<file path="config.mk">
export PLATFORM = sky130hd
export DESIGN_NAME = vac_valve_ctl
export DESIGN_NICKNAME = d
export VERILOG_FILES = /design/src/core/vac_pkg.sv /design/src/core/vac_tmr_if.sv /design/src/core/vac_sync.sv /design/src/core/vac_timer.sv /design/src/core/vac_valve_ctl.sv
export SDC_FILE = /design/constraint.sdc
export NUM_CORES = 1
export LEC_CHECK = 0
export ABC_CLOCK_PERIOD_IN_PS = 2500
export BUFFER_PORTS_ARGS = -buffer_cell sky130_fd_sc_hd__buf_2
export CORE_AREA = 2 2 135 137
export CTS_CLUSTER_SIZE = 14
export DETAILED_ROUTE_END_ITERATION = 16
export DIE_AREA = 0 0 137 139
export GPL_ROUTABILITY_DRIVEN = 0
export MAX_ROUTING_LAYER = met4
export PLACE_DENSITY = 0.71
export SLEW_MARGIN = 20
export SYNTH_ARGS = -nofsm -noshare
export SYNTH_HDL_FRONTEND = slang
export SYNTH_HIERARCHICAL = 1
export SYNTH_SLANG_ARGS = --single-unit
</file>
<file path="constraint.sdc">
create_clock -name clk_i -period 2.5 [get_ports clk_i]
set_input_delay 0.125 -clock clk_i [delete_from_list [all_inputs] [get_ports clk_i]]
set_output_delay 0.125 -clock clk_i [all_outputs]
set_load 0.01 [all_outputs]
</file>
<file path="src/core/vac_pkg.sv">
// constants, register map and types of the valve actuator end position control
// assumes a 25 MHz system clock and a 32-bit classic wishbone register bus
package vac_pkg;
  // clock and time base
  localparam int unsigned CLK_HZ          = 25_000_000;
  localparam int unsigned SEC_CYCLES      = CLK_HZ;
  localparam int unsigned TQ_CLEAR_MS     = 500;
  localparam int unsigned TQ_CLEAR_CYCLES = (CLK_HZ / 1000) * TQ_CLEAR_MS;
  localparam logic [1:0]  INIT_CYCLES     = 2'h3;

  // register byte offsets
  localparam logic [7:0] A_CMD       = 8'h00;
  localparam logic [7:0] A_CFG       = 8'h04;
  localparam logic [7:0] A_RUN_LIMIT = 8'h08;
  localparam logic [7:0] A_START_MON = 8'h0C;
  localparam logic [7:0] A_STATUS    = 8'h10;
  localparam logic [7:0] A_IRQ_STAT  = 8'h14;
  localparam logic [7:0] A_IRQ_MASK  = 8'h18;

  // command register bits
  localparam int CMD_CLOSE  = 0;
  localparam int CMD_OFF    = 1;
  localparam int CMD_OPEN   = 2;
  localparam int CMD_FRESET = 6;
  localparam int CMD_AUX    = 12;
  localparam int CMD_RELAY  = 15;

  // configuration register bits
  localparam int CFG_VAR_LSB  = 0;
  localparam int CFG_RELAY_FO = 2;
  localparam int CFG_AUX_FO   = 3;

  // interrupt status bits
  localparam int IRQ_TQ_FAULT  = 0;
  localparam int IRQ_RUN_FAULT = 1;
  localparam int IRQ_ST_FAULT  = 2;
  localparam int IRQ_END_POS   = 3;
  localparam int IRQ_W         = 4;

  // reset values and special settings
  localparam logic [15:0] RUN_LIMIT_RST = 16'h0001;
  localparam logic [15:0] RUN_DISABLE   = 16'h0001;
  localparam logic [15:0] START_MON_RST = 16'h0003;
  localparam logic [7:0]  CFG_RST       = 8'h00;

  // actuator variants as held in the configuration field
  localparam logic [1:0] VAR_1 = 2'h0;
  localparam logic [1:0] VAR_2 = 2'h1;
  localparam logic [1:0] VAR_3 = 2'h2;
  localparam logic [1:0] VAR_4 = 2'h3;

  typedef enum logic [1:0] {MV_STOP, MV_OPEN, MV_CLOSE} vac_motion_e;
endpackage : vac_pkg

</file>
<file path="src/core/vac_tmr_if.sv">
// bundle between the control logic and one supervision timer
// assumes both ends run on the same clock
`timescale 1ns/1ps
interface vac_tmr_if #(parameter int W = 16);
  logic         start;
  logic         stop;
  logic         step;
  logic [W-1:0] limit;
  logic         expired;
  logic         running;
  modport ctl (output start, stop, step, limit, input expired, running);
  modport tmr (input start, stop, step, limit, output expired, running);
endinterface : vac_tmr_if

</file>
<file path="src/core/vac_sync.sv">
// two flip-flop synchroniser for a group of pin inputs
// assumes inputs are asynchronous to clk_i
`timescale 1ns/1ps
module vac_sync #(parameter int W = 4) (
  // clock and reset
  input  wire logic         clk_i,
  input  wire logic         rst_i,
  // pins in, synchronised out
  input  wire logic [W-1:0] d_i,
  output logic      [W-1:0] q_o
);
  logic [W-1:0] meta;

  always_ff @(posedge clk_i) begin
    if (rst_i) begin
      meta <= '0;
      q_o  <= '0;
    end else begin
      meta <= d_i;
      q_o  <= meta;
    end
  end
endmodule : vac_sync

</file>
<file path="src/core/vac_timer.sv">
// supervision timer: counts step pulses from start until the limit is reached
// assumes start has priority over stop in the same cycle
`timescale 1ns/1ps
module vac_timer #(parameter int W = 16) (
  // clock and reset
  input  wire logic clk_i,
  input  wire logic rst_i,
  // control bundle
  vac_tmr_if.tmr    t
);
  logic [W-1:0] cnt;
  logic         run;

  always_ff @(posedge clk_i) begin
    if (rst_i) begin
      run <= 1'b0;
      cnt <= '0;
    end else if (t.start) begin
      run <= 1'b1;
      cnt <= '0;
    end else if (t.stop) begin
      run <= 1'b0;
      cnt <= '0;
    end else if (run && t.step && cnt != t.limit) begin
      cnt <= cnt + 1'b1;
    end
  end

  assign t.running = run;
  assign t.expired = run && (cnt == t.limit);
endmodule : vac_timer

</file>
<file path="src/core/vac_valve_ctl.sv">
// open/close valve actuator end position control with wishbone registers
// assumes limit and torque pins asynchronous; contactor outputs drive relays
`timescale 1ns/1ps
module vac_valve_ctl
  import vac_pkg::*;
#(
  parameter int unsigned TQ_CLEAR_CYC = TQ_CLEAR_CYCLES,
  parameter int unsigned SEC_CYC      = SEC_CYCLES
) (
  // clock and reset
  input  wire logic        clk_i,
  input  wire logic        rst_i,
  // wishbone slave
  input  wire logic        wb_cyc_i,
  input  wire logic        wb_stb_i,
  input  wire logic        wb_we_i,
  input  wire logic [7:0]  wb_adr_i,
  input  wire logic [31:0] wb_dat_i,
  input  wire logic [3:0]  wb_sel_i,
  output logic      [31:0] wb_dat_o,
  output logic             wb_ack_o,
  // actuator pins
  input  wire logic        open_limit_input_i,
  input  wire logic        closed_limit_input_i,
  input  wire logic        spare_fault_input_i,
  input  wire logic        torque_chain_input_i,
  output logic             open_contactor_o,
  output logic             close_contactor_o,
  output logic             aux_relay_output_o,
  output logic             aux_supply_output_o,
  // interrupt
  output logic             irq_o
);
  logic [3:0]         pins_s;
  logic               lim_o;
  logic               lim_c;
  logic               spare_s;
  logic               tq_ev;
  logic [1:0]         variant;
  logic               relay_fo;
  logic               aux_fo;
  logic               relay_cmd;
  logic               aux_cmd;
  logic [15:0]        run_limit;
  logic [15:0]        start_mon;
  logic [IRQ_W-1:0]   irq_stat;
  logic [IRQ_W-1:0]   irq_mask;
  vac_motion_e        motion;
  vac_motion_e        next_motion;
  logic               arm;
  logic               blk_open;
  logic               blk_close;
  logic               tq_open;
  logic               tq_closed;
  logic               f_torque;
  logic               f_run;
  logic               f_start;
  logic               fault;
  logic [1:0]         init_cnt;
  logic               init_done;
  logic               pwr_chk;
  logic [24:0]        sec_cnt;
  logic               sec_tick;
  logic               wr;
  logic               cmd_wr;
  logic               cmd_open;
  logic               cmd_close;
  logic               cmd_off;
  logic               cmd_freset;
  logic               moving;
  logic               dir_open;
  logic               lim_here;
  logic               src_lim;
  logic               lim_direct;
  logic               tq_bad;
  logic               start_open;
  logic               start_close;
  logic               stop_now;
  logic               stop_blk;
  logic               ft;
  logic               fr;
  logic               fs;
  logic               endev;
  logic               arm_set;
  logic [31:0]        status;

  vac_tmr_if #(.W(24)) tq_if ();
  vac_tmr_if #(.W(16)) run_if ();
  vac_tmr_if #(.W(16)) st_if ();

  vac_sync #(.W(4)) u_sync (
    .clk_i (clk_i),
    .rst_i (rst_i),
    .d_i   ({spare_fault_input_i, ~torque_chain_input_i,
             closed_limit_input_i, open_limit_input_i}),
    .q_o   (pins_s)
  );

  vac_timer #(.W(24)) u_tq_tmr  (.clk_i(clk_i), .rst_i(rst_i), .t(tq_if.tmr));
  vac_timer #(.W(16)) u_run_tmr (.clk_i(clk_i), .rst_i(rst_i), .t(run_if.tmr));
  vac_timer #(.W(16)) u_st_tmr  (.clk_i(clk_i), .rst_i(rst_i), .t(st_if.tmr));

  // input polarity, torque inverted ahead of sync
  assign lim_o   = pins_s[0];
  assign lim_c   = pins_s[1];
  assign tq_ev   = pins_s[2];
  assign spare_s = pins_s[3];
  assign fault   = f_torque | f_run | f_start;

  // power-up settling of the synchronisers
  always_ff @(posedge clk_i) begin
    if (rst_i) begin
      init_cnt <= 2'h0;
    end else if (init_cnt != INIT_CYCLES) begin
      init_cnt <= init_cnt + 2'h1;
    end
  end
  assign init_done = (init_cnt == INIT_CYCLES);
  assign pwr_chk   = (init_cnt == INIT_CYCLES - 2'h1);

  // one second time base
  always_ff @(posedge clk_i) begin
    if (rst_i || sec_tick) begin
      sec_cnt <= 25'h000_0000;
    end else begin
      sec_cnt <= sec_cnt + 25'h000_0001;
    end
  end
  assign sec_tick = (sec_cnt == SEC_CYC[24:0] - 25'h000_0001);

  // bus strobes: writes commit at the edge that ends the ack cycle
  assign wr         = wb_cyc_i && wb_stb_i && wb_we_i && wb_ack_o;
  assign cmd_wr     = wr && (wb_adr_i == A_CMD) && wb_sel_i[0];
  assign cmd_open   = cmd_wr && wb_dat_i[CMD_OPEN];
  assign cmd_close  = cmd_wr && wb_dat_i[CMD_CLOSE];
  assign cmd_off    = cmd_wr && wb_dat_i[CMD_OFF];
  assign cmd_freset = cmd_wr && wb_dat_i[CMD_FRESET];

  // decisions, only travel between end positions
  assign moving   = (motion != MV_STOP);
  assign dir_open = (motion == MV_OPEN);
  assign lim_here = dir_open ? lim_o : lim_c;
  assign src_lim  = dir_open ? lim_c : lim_o;
  assign lim_direct = dir_open ? (variant == VAR_1 || variant == VAR_3)
                               : (variant == VAR_1 || variant == VAR_4);
  // torque ignored during the clearing window, fault when it stays
  assign tq_bad = tq_ev && (!tq_if.running || tq_if.expired);
  // blocked direction and fault inhibit starts
  assign start_open  = cmd_open && !cmd_off && !cmd_close && motion == MV_STOP &&
                       !fault && !blk_open && init_done;
  assign start_close = cmd_close && !cmd_off && !cmd_open && motion == MV_STOP &&
                       !fault && !blk_close && init_done;

  always_comb begin
    stop_now = 1'b0;
    stop_blk = 1'b0;
    ft       = 1'b0;
    fr       = 1'b0;
    fs       = 1'b0;
    endev    = 1'b0;
    arm_set  = 1'b0;
    if (moving) begin
      if (tq_bad) begin
        stop_now = 1'b1;
        stop_blk = 1'b1;
        ft       = !arm || tq_if.running;
        endev    = arm && !tq_if.running;
      end else if (lim_here) begin
        if (lim_direct) begin
          stop_now = 1'b1;
          stop_blk = 1'b1;
          endev    = 1'b1;
        end else begin
          arm_set = 1'b1;
        end
      end else if (st_if.expired && src_lim) begin
        stop_now = 1'b1;
        fs       = 1'b1;
      end else if (run_if.expired && run_limit != RUN_DISABLE) begin
        stop_now = 1'b1;
        fr       = 1'b1;
      end
    end
  end

  always_comb begin
    next_motion = motion;
    if (cmd_off || stop_now) begin
      next_motion = MV_STOP;
    end else if (start_open) begin
      next_motion = MV_OPEN;
    end else if (start_close) begin
      next_motion = MV_CLOSE;
    end
  end

  // timer control
  assign tq_if.start  = (start_open || start_close) && tq_ev;
  assign tq_if.stop   = !tq_ev || !moving;
  assign tq_if.step   = 1'b1;
  assign tq_if.limit  = TQ_CLEAR_CYC[23:0];
  assign run_if.start = start_open || start_close;
  assign run_if.stop  = !moving;
  assign run_if.step  = sec_tick;
  assign run_if.limit = run_limit;
  assign st_if.start  = (start_open && lim_c) || (start_close && lim_o);
  assign st_if.stop   = !moving || !src_lim;
  assign st_if.step   = sec_tick;
  assign st_if.limit  = start_mon;

  always_ff @(posedge clk_i) begin
    if (rst_i) begin
      motion            <= MV_STOP;
      open_contactor_o  <= 1'b0;
      close_contactor_o <= 1'b0;
    end else begin
      motion            <= next_motion;
      open_contactor_o  <= (next_motion == MV_OPEN);
      close_contactor_o <= (next_motion == MV_CLOSE);
    end
  end

  always_ff @(posedge clk_i) begin
    if (rst_i) begin
      blk_open  <= 1'b0;
      blk_close <= 1'b0;
      arm       <= 1'b0;
    end else begin
      if (start_open || start_close) begin
        blk_open  <= 1'b0;
        blk_close <= 1'b0;
      end else if (stop_now && stop_blk) begin
        blk_open  <= dir_open;
        blk_close <= !dir_open;
      end else if (pwr_chk && tq_ev && !lim_o && !lim_c) begin
        blk_close <= 1'b1;
      end
      if (next_motion == MV_STOP || start_open || start_close) begin
        arm <= 1'b0;
      end else if (arm_set) begin
        arm <= 1'b1;
      end
    end
  end

  always_ff @(posedge clk_i) begin
    if (rst_i) begin
      tq_open   <= 1'b0;
      tq_closed <= 1'b0;
    end else if (!tq_ev) begin
      tq_open   <= 1'b0;
      tq_closed <= 1'b0;
    end else if (moving && tq_bad) begin
      tq_open   <= dir_open;
      tq_closed <= !dir_open;
    end else if (pwr_chk && !lim_o && !lim_c) begin
      tq_closed <= 1'b1;
    end
  end

  // faults: a new fault wins over a reset in the same cycle
  always_ff @(posedge clk_i) begin
    if (rst_i) begin
      f_torque <= 1'b0;
      f_run    <= 1'b0;
      f_start  <= 1'b0;
    end else begin
      f_torque <= ft || (pwr_chk && tq_ev && !lim_o && !lim_c) ||
                  (f_torque && !cmd_freset);
      f_run    <= fr || (f_run && !cmd_freset);
      f_start  <= fs || (f_start && !cmd_freset);
    end
  end

  always_ff @(posedge clk_i) begin
    if (rst_i) begin
      aux_relay_output_o  <= 1'b0;
      aux_supply_output_o <= 1'b0;
    end else begin
      aux_relay_output_o  <= relay_fo ? fault : relay_cmd;
      aux_supply_output_o <= aux_fo ? fault : aux_cmd;
    end
  end

  // configuration registers
  always_ff @(posedge clk_i) begin
    if (rst_i) begin
      variant   <= CFG_RST[1:0];
      relay_fo  <= CFG_RST[CFG_RELAY_FO];
      aux_fo    <= CFG_RST[CFG_AUX_FO];
      relay_cmd <= 1'b0;
      aux_cmd   <= 1'b0;
      run_limit <= RUN_LIMIT_RST;
      start_mon <= START_MON_RST;
    end else if (wr) begin
      if (wb_adr_i == A_CMD && wb_sel_i[1]) begin
        relay_cmd <= wb_dat_i[CMD_RELAY];
        aux_cmd   <= wb_dat_i[CMD_AUX];
      end
      if (wb_adr_i == A_CFG && wb_sel_i[0]) begin
        variant  <= wb_dat_i[CFG_VAR_LSB +: 2];
        relay_fo <= wb_dat_i[CFG_RELAY_FO];
        aux_fo   <= wb_dat_i[CFG_AUX_FO];
      end
      if (wb_adr_i == A_RUN_LIMIT) begin
        if (wb_sel_i[0]) run_limit[7:0]  <= wb_dat_i[7:0];
        if (wb_sel_i[1]) run_limit[15:8] <= wb_dat_i[15:8];
      end
      if (wb_adr_i == A_START_MON) begin
        if (wb_sel_i[0]) start_mon[7:0]  <= wb_dat_i[7:0];
        if (wb_sel_i[1]) start_mon[15:8] <= wb_dat_i[15:8];
      end
    end
  end

  // sticky events, write one to clear, set wins
  always_ff @(posedge clk_i) begin
    if (rst_i) begin
      irq_stat <= '0;
      irq_mask <= '0;
      irq_o    <= 1'b0;
    end else begin
      irq_stat <= ({endev, fs, fr, ft} |
                   (irq_stat & ~((wr && wb_adr_i == A_IRQ_STAT && wb_sel_i[0]) ?
                                 wb_dat_i[IRQ_W-1:0] : {IRQ_W{1'b0}})));
      if (wr && wb_adr_i == A_IRQ_MASK && wb_sel_i[0]) begin
        irq_mask <= wb_dat_i[IRQ_W-1:0];
      end
      irq_o <= |(irq_stat & irq_mask);
    end
  end

  assign status = {16'h0000, f_start, f_run, f_torque, tq_ev, spare_s, lim_c, lim_o, arm,
                   blk_close, blk_open, tq_closed, tq_open, fault,
                   (motion == MV_OPEN), (motion == MV_STOP), (motion == MV_CLOSE)};

  // wishbone answer, one wait state, ack for one cycle
  always_ff @(posedge clk_i) begin
    if (rst_i) begin
      wb_ack_o <= 1'b0;
      wb_dat_o <= 32'h0000_0000;
    end else begin
      wb_ack_o <= wb_cyc_i && wb_stb_i && !wb_ack_o;
      unique case (wb_adr_i)
        A_CMD:       wb_dat_o <= {16'h0000, relay_cmd, 2'b00, aux_cmd, 12'h000};
        A_CFG:       wb_dat_o <= {28'h000_0000, aux_fo, relay_fo, variant};
        A_RUN_LIMIT: wb_dat_o <= {16'h0000, run_limit};
        A_START_MON: wb_dat_o <= {16'h0000, start_mon};
        A_STATUS:    wb_dat_o <= status;
        A_IRQ_STAT:  wb_dat_o <= {28'h000_0000, irq_stat};
        A_IRQ_MASK:  wb_dat_o <= {28'h000_0000, irq_mask};
        default:     wb_dat_o <= 32'h0000_0000;
      endcase
    end
  end
endmodule : vac_valve_ctl

</file>
* Word-level counts from Yosys, hierarchy flattened
Cells that the tools add are included.
** Word-level totals
- Register bits :: 188
** Cells by class
- $add $sub $neg :: 5
- Eq/ne operators :: 24
- Mux-type cells :: 45
- Bitwise logic cells :: 9
- Reduce and logical (&&, ||, !) cells :: 107
** Operators with widths (number)
- case mux 16 bit (7 select lines) :: 1
- logical AND 1 bit :: 53
- 2-to-1 mux 1 bit :: 40
- adder 16 x 1 -> 16 bit, second input constant :: 2
- equality test 16 bit :: 2
- != test 16 bit :: 2
- adder 25 x 1 -> 25 bit, second input constant :: 1
- equality test 25 bit, second input constant :: 1
- adder 24 x 1 -> 24 bit, second input constant :: 1
- equality test 24 bit, second input constant :: 1
- equality test 8 x 5 -> 1 bit, second input constant :: 3
- != test 24 bit, second input constant :: 1
- equality test 8 x 4 -> 1 bit, second input constant :: 2
- zero test 1 bit :: 16
- logical OR 1 bit :: 16
- != test 16 x 1 -> 1 bit, second input constant :: 1
- equality test 2 bit, second input constant :: 6
- AND reduction 3 bit :: 4
- nonzero test 2 bit :: 5
- OR reduction 3 bit :: 3
- AND 4 bit :: 2
- equality test 8 x 3 -> 1 bit, second input constant :: 1
- zero test 8 bit :: 1
- zero test 2 bit :: 3
- 13 further kinds :: 22

* Depth between registers and ports, before layout
Gate-level depths: netlist of the first run.
- Word-level depth :: 20
- Gate-level depth with buffers :: 13

* By module
Netlist of the first run, hierarchy kept.
** By module, submodules not included
- vac_valve_ctl :: instances 1, cells an instance 563, area an instance 4862.2 sq um
- vac_timer (u_run_tmr ...) :: instances 2, cells an instance 127, area an instance 1029.7 sq um
- vac_timer (u_tq_tmr) :: instances 1, cells an instance 181, area an instance 1567.8 sq um
- vac_sync :: instances 1, cells an instance 16, area an instance 210.2 sq um

* Worst setup path before layout of the first run
Ideal clock, no wire load.
- Path type :: register to register
- Start :: register sec_cnt[2]
- End :: register u_run_tmr.cnt[8]
- Data arrival time :: 2.465 ns
- Path slack :: -0.036 ns
- Cell stages (with the launch flop) :: 9
- Period minus slack after synthesis :: 2.536 ns
- Path through :: dfxtp_1 > and4_1 > nand3_2 > nor4_2 > nand2_1 > clkbuf_1 > or3_1 > or3_1 > a21oi_1
** Between the ends
- Cells in the longest elaborated chain, start to end :: 3
** Ends and longest elaborated chain
- from (decl) :: RTL line vac_valve_ctl.sv:62 : logic [24:0] sec_cnt;
- from (signal assigned) :: RTL line vac_valve_ctl.sv:126 : sec_cnt <= sec_cnt + 25'h000_0001;
- equality test 25 bit :: RTL line vac_valve_ctl.sv:129 : assign sec_tick = (sec_cnt == SEC_CYC[24:0] - 25'h000_0001);
- named net run_if.step :: RTL line vac_tmr_if.sv:7 : logic step;
- logical AND 1 bit (2 in series) :: RTL line vac_timer.sv:24 : end else if (run && t.step && cnt != t.limit) begin
- to (signal assigned) :: RTL line vac_timer.sv:25 : cnt <= cnt + 1'b1;
- to (decl) :: RTL line vac_timer.sv:11 : logic [W-1:0] cnt;
The timed path passes the listed nets, and every way through them passes these cells.
A chain may end at the register's enable or synchronous reset.

* Worst setup path after layout of the first run
- Start :: register init_cnt[0]
- End :: register u_tq_tmr.cnt[11]
** Between the ends
- Cells in the longest elaborated chain, start to end :: 5
- Elaborated cells between the ends (all ways) :: 6
** Ends and longest elaborated chain
- from (decl) :: RTL line vac_valve_ctl.sv:59 : logic [1:0] init_cnt;
- from (signal assigned) :: RTL line vac_valve_ctl.sv:115 : init_cnt <= init_cnt + 2'h1;
- equality test 2 bit (*) :: RTL line vac_valve_ctl.sv:118 : assign init_done = (init_cnt == INIT_CYCLES);
- logical AND 1 bit, on equally long branches :: RTL line vac_valve_ctl.sv:150, vac_valve_ctl.sv:152
- logical OR 1 bit (*)
- named net run_if.start :: RTL line vac_tmr_if.sv:5 : logic start;
- logical AND 1 bit (*) :: RTL line vac_valve_ctl.sv:198 : assign tq_if.start = (start_open || start_close) && tq_ev;
- named net tq_if.start :: RTL line vac_tmr_if.sv:5
- OR reduction 3 bit (no line) (*)
- to (signal assigned) :: RTL line vac_timer.sv:25
- to (decl) :: RTL line vac_timer.sv:11
Mark *: on every way through the listed nets, which the timed path passes. The rest lies on a longest branch.

==> qor.txt, run 1 <==
Congestion Overflow GR = 0
Combinational share of power = 0.047
Int Pwr = 4180 uW
Cells after Synth = 1014
# nets final = 1199
Clock transition at path regs = 0.07 ns
Via count = 7792
Drt drc = 0
CTS Sinks = 172
Setup slack, reg-to-reg = 0.12 ns
CTS root buffer = clkbuf_16
Util after Layout = 0.584
Hold Startpoint = wb_dat_i[1]
Seq pwr share = 0.503
XOR/XNOR share of the synthesized area = 0.0826
Number of I/O pins = 91
CP max stage delay = 0.55 ns
Initial Util = 0.493
Worst Max-Slew Pin Slew = 0.601 ns
CP arrival = 2.76 ns
Min-delay worst type = primary input to register
Count of final setup violators = 0
Commonest non-fill, non-tap cells in the layout = dfxtp_1 (169), nor2_1 (103), nand2_1 (85)
Post-synth top area cell = dfxtp_1
Fin crit period = 2.38 ns
Slew Limit Fails = 0
Die height = 139 um
LEAKAGE = 0.00361 uW
Final count of hold timing violations = 0
Ranking of synthesized cells by area = dfxtp_1 (40%), nor2_1 (4.4%), a21oi_1 (4.1%)
Worst Setup SP = init_cnt[0]$_SDFFE_PP0P_
Avg Vias per Cell = 5.64
WP buf/inv = 0
Peak supply drop = 0.393 mV
Adder-Cell Fraction of Synth Area = 0.00863
Multiplexer area fraction after synthesis = 0.0381
Synth Area in Compound Gates = 0.141
Max-cap violations = 0
N_diodes = 0
CTS max path bufs = 2
DP Area = 0.00948 mm2
Worst setup margin = 0.123 ns
Final ANT Viol Nets = 0
Ys flop type = dfxtp_1
Reg2reg start = init_cnt[0]$_SDFFE_PP0P_
Design Power = 5520 uW
Slew HR = 0.598
Fin area = 0.0103 mm2
H-tree level count = 4
Simple-gate share of the synthesized area = 0.284
Type of the worst setup path = register to register
Sw frac = 0.244
Post-synth EDFFs = 0
Req. time, crit path = 2.89 ns
CP Cell Sequence = ha_1 > nand3_1 > nor4_4 > and3_2 > and2_1 > or3_1 > or4_1 > nand2_1
Post-synth ARST share = 0
Main combinational cell family by area after synthesis = simple AND/OR/NAND/NOR gates
Crit end category = register
DP HPWL = 15400 um
Per-cell routed wire length = 15.9 um
Row count = 49
Routed WL = 21900 um
RSZ-0062 raised after global routing = no
Syn avg cell area = 8.58 um2
FILL cells = 1537
Final period utilization = 0.951
Post-synth cell types = 74
Die area = 0.0190 mm2
Worst Setup Start Kind = register
Setup Skew = 0.00754 ns
DRT Pass-1 Iters = 6
Commonest non-fill, non-tap cell in the layout = dfxtp_1
Yosys warns = 6
Area share of the largest cell type after synthesis = 0.396
Initial antenna violation count = 0
Flops & latches, synth = 172
Status = finished clean
Layout area overhead = 18.6%
Worst-Skew Late Latency = 0.44 ns
Chip Width = 137 um
Core ar. = 0.0177 mm2
All-Layer GR Usage = 0.238
Layout cells sized above 1 = 0.169
CTS Buf Count = 17
Achievable Freq = 421 MHz
CTS tree = yes
Mapped Area = 0.00870 mm2
Clock Power Share = 0.450
Crit path max-delay family = simple AND/OR/NAND/NOR gates
Initial DRC Count = 695
CP max-delay cell = or4_1
Pre-CTS WS = -0.00782 ns
Pwr/cell area = 536 mW/mm2
Pin count of the biggest net entering global routing = 33
Vias in the first global route = 7218
Worst hold slack = 0.0122 ns
Seq/Total Area, Yosys = 0.396
Worst Path Max Fanout = 10
Sw Pwr = 1350 uW
First-pass GRT wire length = 35300 um
Input/output buffers = 56
[final cells by class]
cell class / instances / area [um2] / area share
clock inverters: 14 / 115 / 0.0112
clock buffers: 18 / 439 / 0.0426
flip-flops and latches: 172 / 3450 / 0.334
well taps: 229 / 287 / 0.0278
multi-input cells: 804 / 5080 / 0.493
repair buffers: 127 / 877 / 0.0850
inverters: 18 / 67.6 / 0.00655
[power by group through the flow]
stage / Clock [uW] / Sequential, uW / Combinational (uW)
after floorplan: 0 / 2830 / 154
after global placement: 0 / 2840 / 223
after detailed placement: 0 / 2840 / 225
after CTS: 2510 / 2780 / 249
after global routing: 2630 / 2780 / 283
final: 2490 / 2780 / 258
[worst paths after layout]
| kind | depth (start not counted) | to |
|---|---|---|
| worst min-delay path | 3 | variant[1]$_SDFFE_PP0P_ |
| worst max register to register | 8 | u_tq_tmr/cnt[11]$_SDFFE_PP0P_ |
| worst max-delay path | 8 | u_tq_tmr/cnt[11]$_SDFFE_PP0P_ |
| worst min register to register | 1 | u_sync/q_o[0]$_SDFF_PP0_ |
[cell usage after synthesis (22+ instances only)]
| cell type | number |
|---|---|
| nand4_1 | 25 |
| o31ai_1 | 22 |
| dfxtp_1 | 172 |
| or4_1 | 27 |
| or3_1 | 34 |
| clkbuf_1 | 28 |
| nand2_1 | 86 |
| nand3_1 | 40 |
| nor2_1 | 103 |
| o21ai_0 | 33 |
| xor2_1 | 41 |
| a21oi_1 | 72 |
| xnor2_1 | 41 |
| mux2i_1 | 32 |
[registers in the layout, indices dropped and copies added, names as in the netlist, 2 cells and up]
name and flops:
u_tq_tmr/cnt 24, irq_mask 4, variant 2, irq_stat 4, u_st_tmr/cnt 16, wb_dat_o 16
u_sync/q_o 4, init_cnt 2, u_run_tmr/cnt 16, u_sync/meta 4, motion 2, sec_cnt 25
st_if.limit 16, run_if.limit 16
[stage by stage]
| stage | setup TNS, ns | cells |
|---|---|---|
| 6_report | 0 | 1382 |
| 5_1_grt | 0 | 1382 |
| 4_1_cts | 0 | 1380 |
| 3_5_place_dp | -0.00782 | 1328 |
| 3_3_place_gp | 0 | 1328 |
| 2_1_floorplan | 0 | 1057 |
[timing repair]
action,in CTS,in global routing
buffers inserted,1,2
pin swaps,1,4
gates resized for setup,0,15
hold buffers,19,0
setup endpoints to repair,3,26
hold endpoints to repair,29,0
[cell families after synthesis]
kind of cell / Yosys count
AO/OA/AOI/OAI: 194
AND/OR/NAND/NOR: 444
buffers and inverters: 81
adder cells (fa/ha/maj): 6
multiplexers: 33
other: 2
flip-flops: 172
XOR/XNOR: 82
[per-layer routing]
| layer | part of all wire | global-route usage | wire length [um] |
|---|---|---|---|
| met1 | 0.43 | 0.295 | 9510 |
| met2 | 0.48 | 0.376 | 10500 |
| met3 | 0.056 | 0.0431 | 1240 |
| met4 | 0.030 | 0.106 | 658 |
| met5 | 0 | - | 0 |
[tightest hold or removal path: stages]
cell,delay [ns]
buf_2,0.15
nand2_1,0.07
a21oi_1,0.05
(Power assumes the default switching activity.)
==> run 2: changes to the inputs <==
--- a/config.mk
+++ b/config.mk
@@ -7,13 +7,13 @@
 export LEC_CHECK = 0
 export ABC_CLOCK_PERIOD_IN_PS = 2500
 export BUFFER_PORTS_ARGS = -buffer_cell sky130_fd_sc_hd__buf_2
-export CORE_AREA = 2 2 135 137
+export CORE_AREA = 2 2 134 136
 export CTS_CLUSTER_SIZE = 14
 export DETAILED_ROUTE_END_ITERATION = 16
-export DIE_AREA = 0 0 137 139
+export DIE_AREA = 0 0 136 138
 export GPL_ROUTABILITY_DRIVEN = 0
 export MAX_ROUTING_LAYER = met4
-export PLACE_DENSITY = 0.71
+export PLACE_DENSITY = 0.72
 export SLEW_MARGIN = 20
 export SYNTH_ARGS = -nofsm -noshare
 export SYNTH_HDL_FRONTEND = slang
==> run 2 against run 1 <==
Compared with the run above:
- clock skew increased by 0.0073 ns
- maximum frequency decreased by 0.24%
- wire length about the same
- final cell count about the same
- clock-buffer cell count decreased by 1
- setup slack got worse by 0.0057 ns
- critical path depth increased by 2
- core utilization increased by 0.69 points
- design area increased by 0.47%
- die area decreased by 1.4%
- flip-flop and latch count unchanged
- non-clock buffer count increased by 1
- critical path type unchanged
- critical endpoint is now blk_open$_SDFFE_PP0P_
- largest power group unchanged
==> qor.txt, run 2 (synthesis gave the netlist of run 1 again) <==
Chip Width = 136 um
Die area = 0.0188 mm2
Slew HR = 0.598
Pwr/cell area = 553 mW/mm2
WP buf/inv = 0
CP max-delay cell = nor4_1
Design Power = 5730 uW
Initial antenna violation count = 0
Slew Limit Fails = 0
Util after Layout = 0.591
Status = finished clean
Vias in the first global route = 7230
CP max stage delay = 0.39 ns
Initial Util = 0.496
Fin crit period = 2.38 ns
Worst Max-Slew Pin Slew = 0.602 ns
Clock transition at path regs = 0.07 ns
Number of I/O pins = 91
All-Layer GR Usage = 0.241
Count of final setup violators = 0
CTS root buffer = clkbuf_16
Avg Vias per Cell = 5.70
Pin count of the biggest net entering global routing = 33
Die height = 138 um
Input/output buffers = 56
Layout cells sized above 1 = 0.168
FILL cells = 1581
Layout area overhead = 19.1%
CP Cell Sequence = xor2_1 > nor4_1 > nand4_2 > nor2_4 > and2_1 > nand2b_1 > nand2_1 > or2b_2 > a21oi_1 > a2111oi_2
CTS tree = yes
Crit end category = register
Min-delay worst type = primary input to register
N_diodes = 0
Per-cell routed wire length = 15.9 um
R2R cell count = 10
Core ar. = 0.0175 mm2
Top flop regs = sec_cnt (25), u_tq_tmr/cnt (24)
Worst Setup Start Kind = register
Commonest non-fill, non-tap cell in the layout = dfxtp_1
Levels on crit path = 10
LEAKAGE = 0.00364 uW
Routed WL = 21900 um
Drt drc = 0
Crit path max-delay family = simple AND/OR/NAND/NOR gates
Final count of hold timing violations = 0
Commonest non-fill, non-tap cells in the layout = dfxtp_1 (170), nor2_1 (103), nand2_1 (84)
Max-cap violations = 0
Final ANT Viol Nets = 0
Req. time, crit path = 2.83 ns
DP HPWL = 15500 um
Achievable Freq = 420 MHz
Initial DRC Count = 690
Peak supply drop = 0.429 mV
Setup Skew = 0.0148 ns
Row count = 49
Congestion Overflow GR = 0
Most flop-heavy register = sec_cnt
CTS Buf Count = 17
CTS max path bufs = 2
Worst Path Max Fanout = 6
DRT Pass-1 Iters = 6
Final period utilization = 0.953
Type of the worst setup path = register to register
Post-Layout Cell Count = 1383
First-pass GRT wire length = 35500 um
CTS Sinks = 172
Via count = 7882
Total placed cells including tap cells = 1329
# nets final = 1200
Worst-Skew Late Latency = 0.44 ns
CP arrival = 2.71 ns
H-tree level count = 4
Number of flip-flops in the largest register = 25
Hold Path Cell Cnt = 2
run 2: report_power, final:
part	switching [uW]	total [uW]	internal [uW]
Clock	1270	2700	1430
Sequential	17.0	2770	2760
Combinational	154	256	102
run 2: final timing paths:
| path | end | start | slack [ns] |
|---|---|---|---|
| worst max-delay path | blk_open$_SDFFE_PP0P_ | u_tq_tmr/cnt[4]$_SDFFE_PP0P_ | 0.12 |
| worst max register to register | blk_open$_SDFFE_PP0P_ | u_tq_tmr/cnt[4]$_SDFFE_PP0P_ | 0.12 |
| worst min register to register | u_sync/q_o[1]$_SDFF_PP0_ | u_sync/meta[1]$_SDFF_PP0_ | 0.44 |
| worst min-delay path | u_tq_tmr/t.running$_SDFFE_PP0P_ | rst_i | 0.03 |
run 2: stage by stage:
stage	setup WS, ns	TNS [ns]	instance area (um2)	hold slack, ns
after global placement	0.0541	0	9500	0.336
after CTS	0.0263	0	10300	0.0133
after detailed placement	-0.0133	-0.0133	9500	0.340
after global routing	-0.00924	-0.00924	10400	0.0361
after floorplan	0.0186	0	8870	0.197
final	0.118	0	10400	0.0328
run 2: what timing repair did:
action                     4_1_cts  5_1_grt
hold buffers                    20        0
hold endpoints to repair        35        0
resized for setup                1       13
setup endpoints to repair        1       23
pin swaps                        1        3
buffers inserted                 1        1
run 2: layout make-up:
class,instances,area [um2],area share
flip-flops and latches,172,3450,0.333
clock inverters,15,165,0.0159
multi-input cells,804,5070,0.489
clock buffers,17,425,0.0411
repair buffers,128,903,0.0872
well taps,229,287,0.0277
inverters,18,67.6,0.00652
run 2: routing by layer:
layer / GRT usage / vias to the layer above / wire length (um)
li1: - / 3876 / -
met1: 0.304 / 3700 / 9670
met2: 0.382 / 254 / 10500
met3: 0.0436 / 52 / 1140
met4: 0.0959 / 0 / 609
met5: - / - / 0
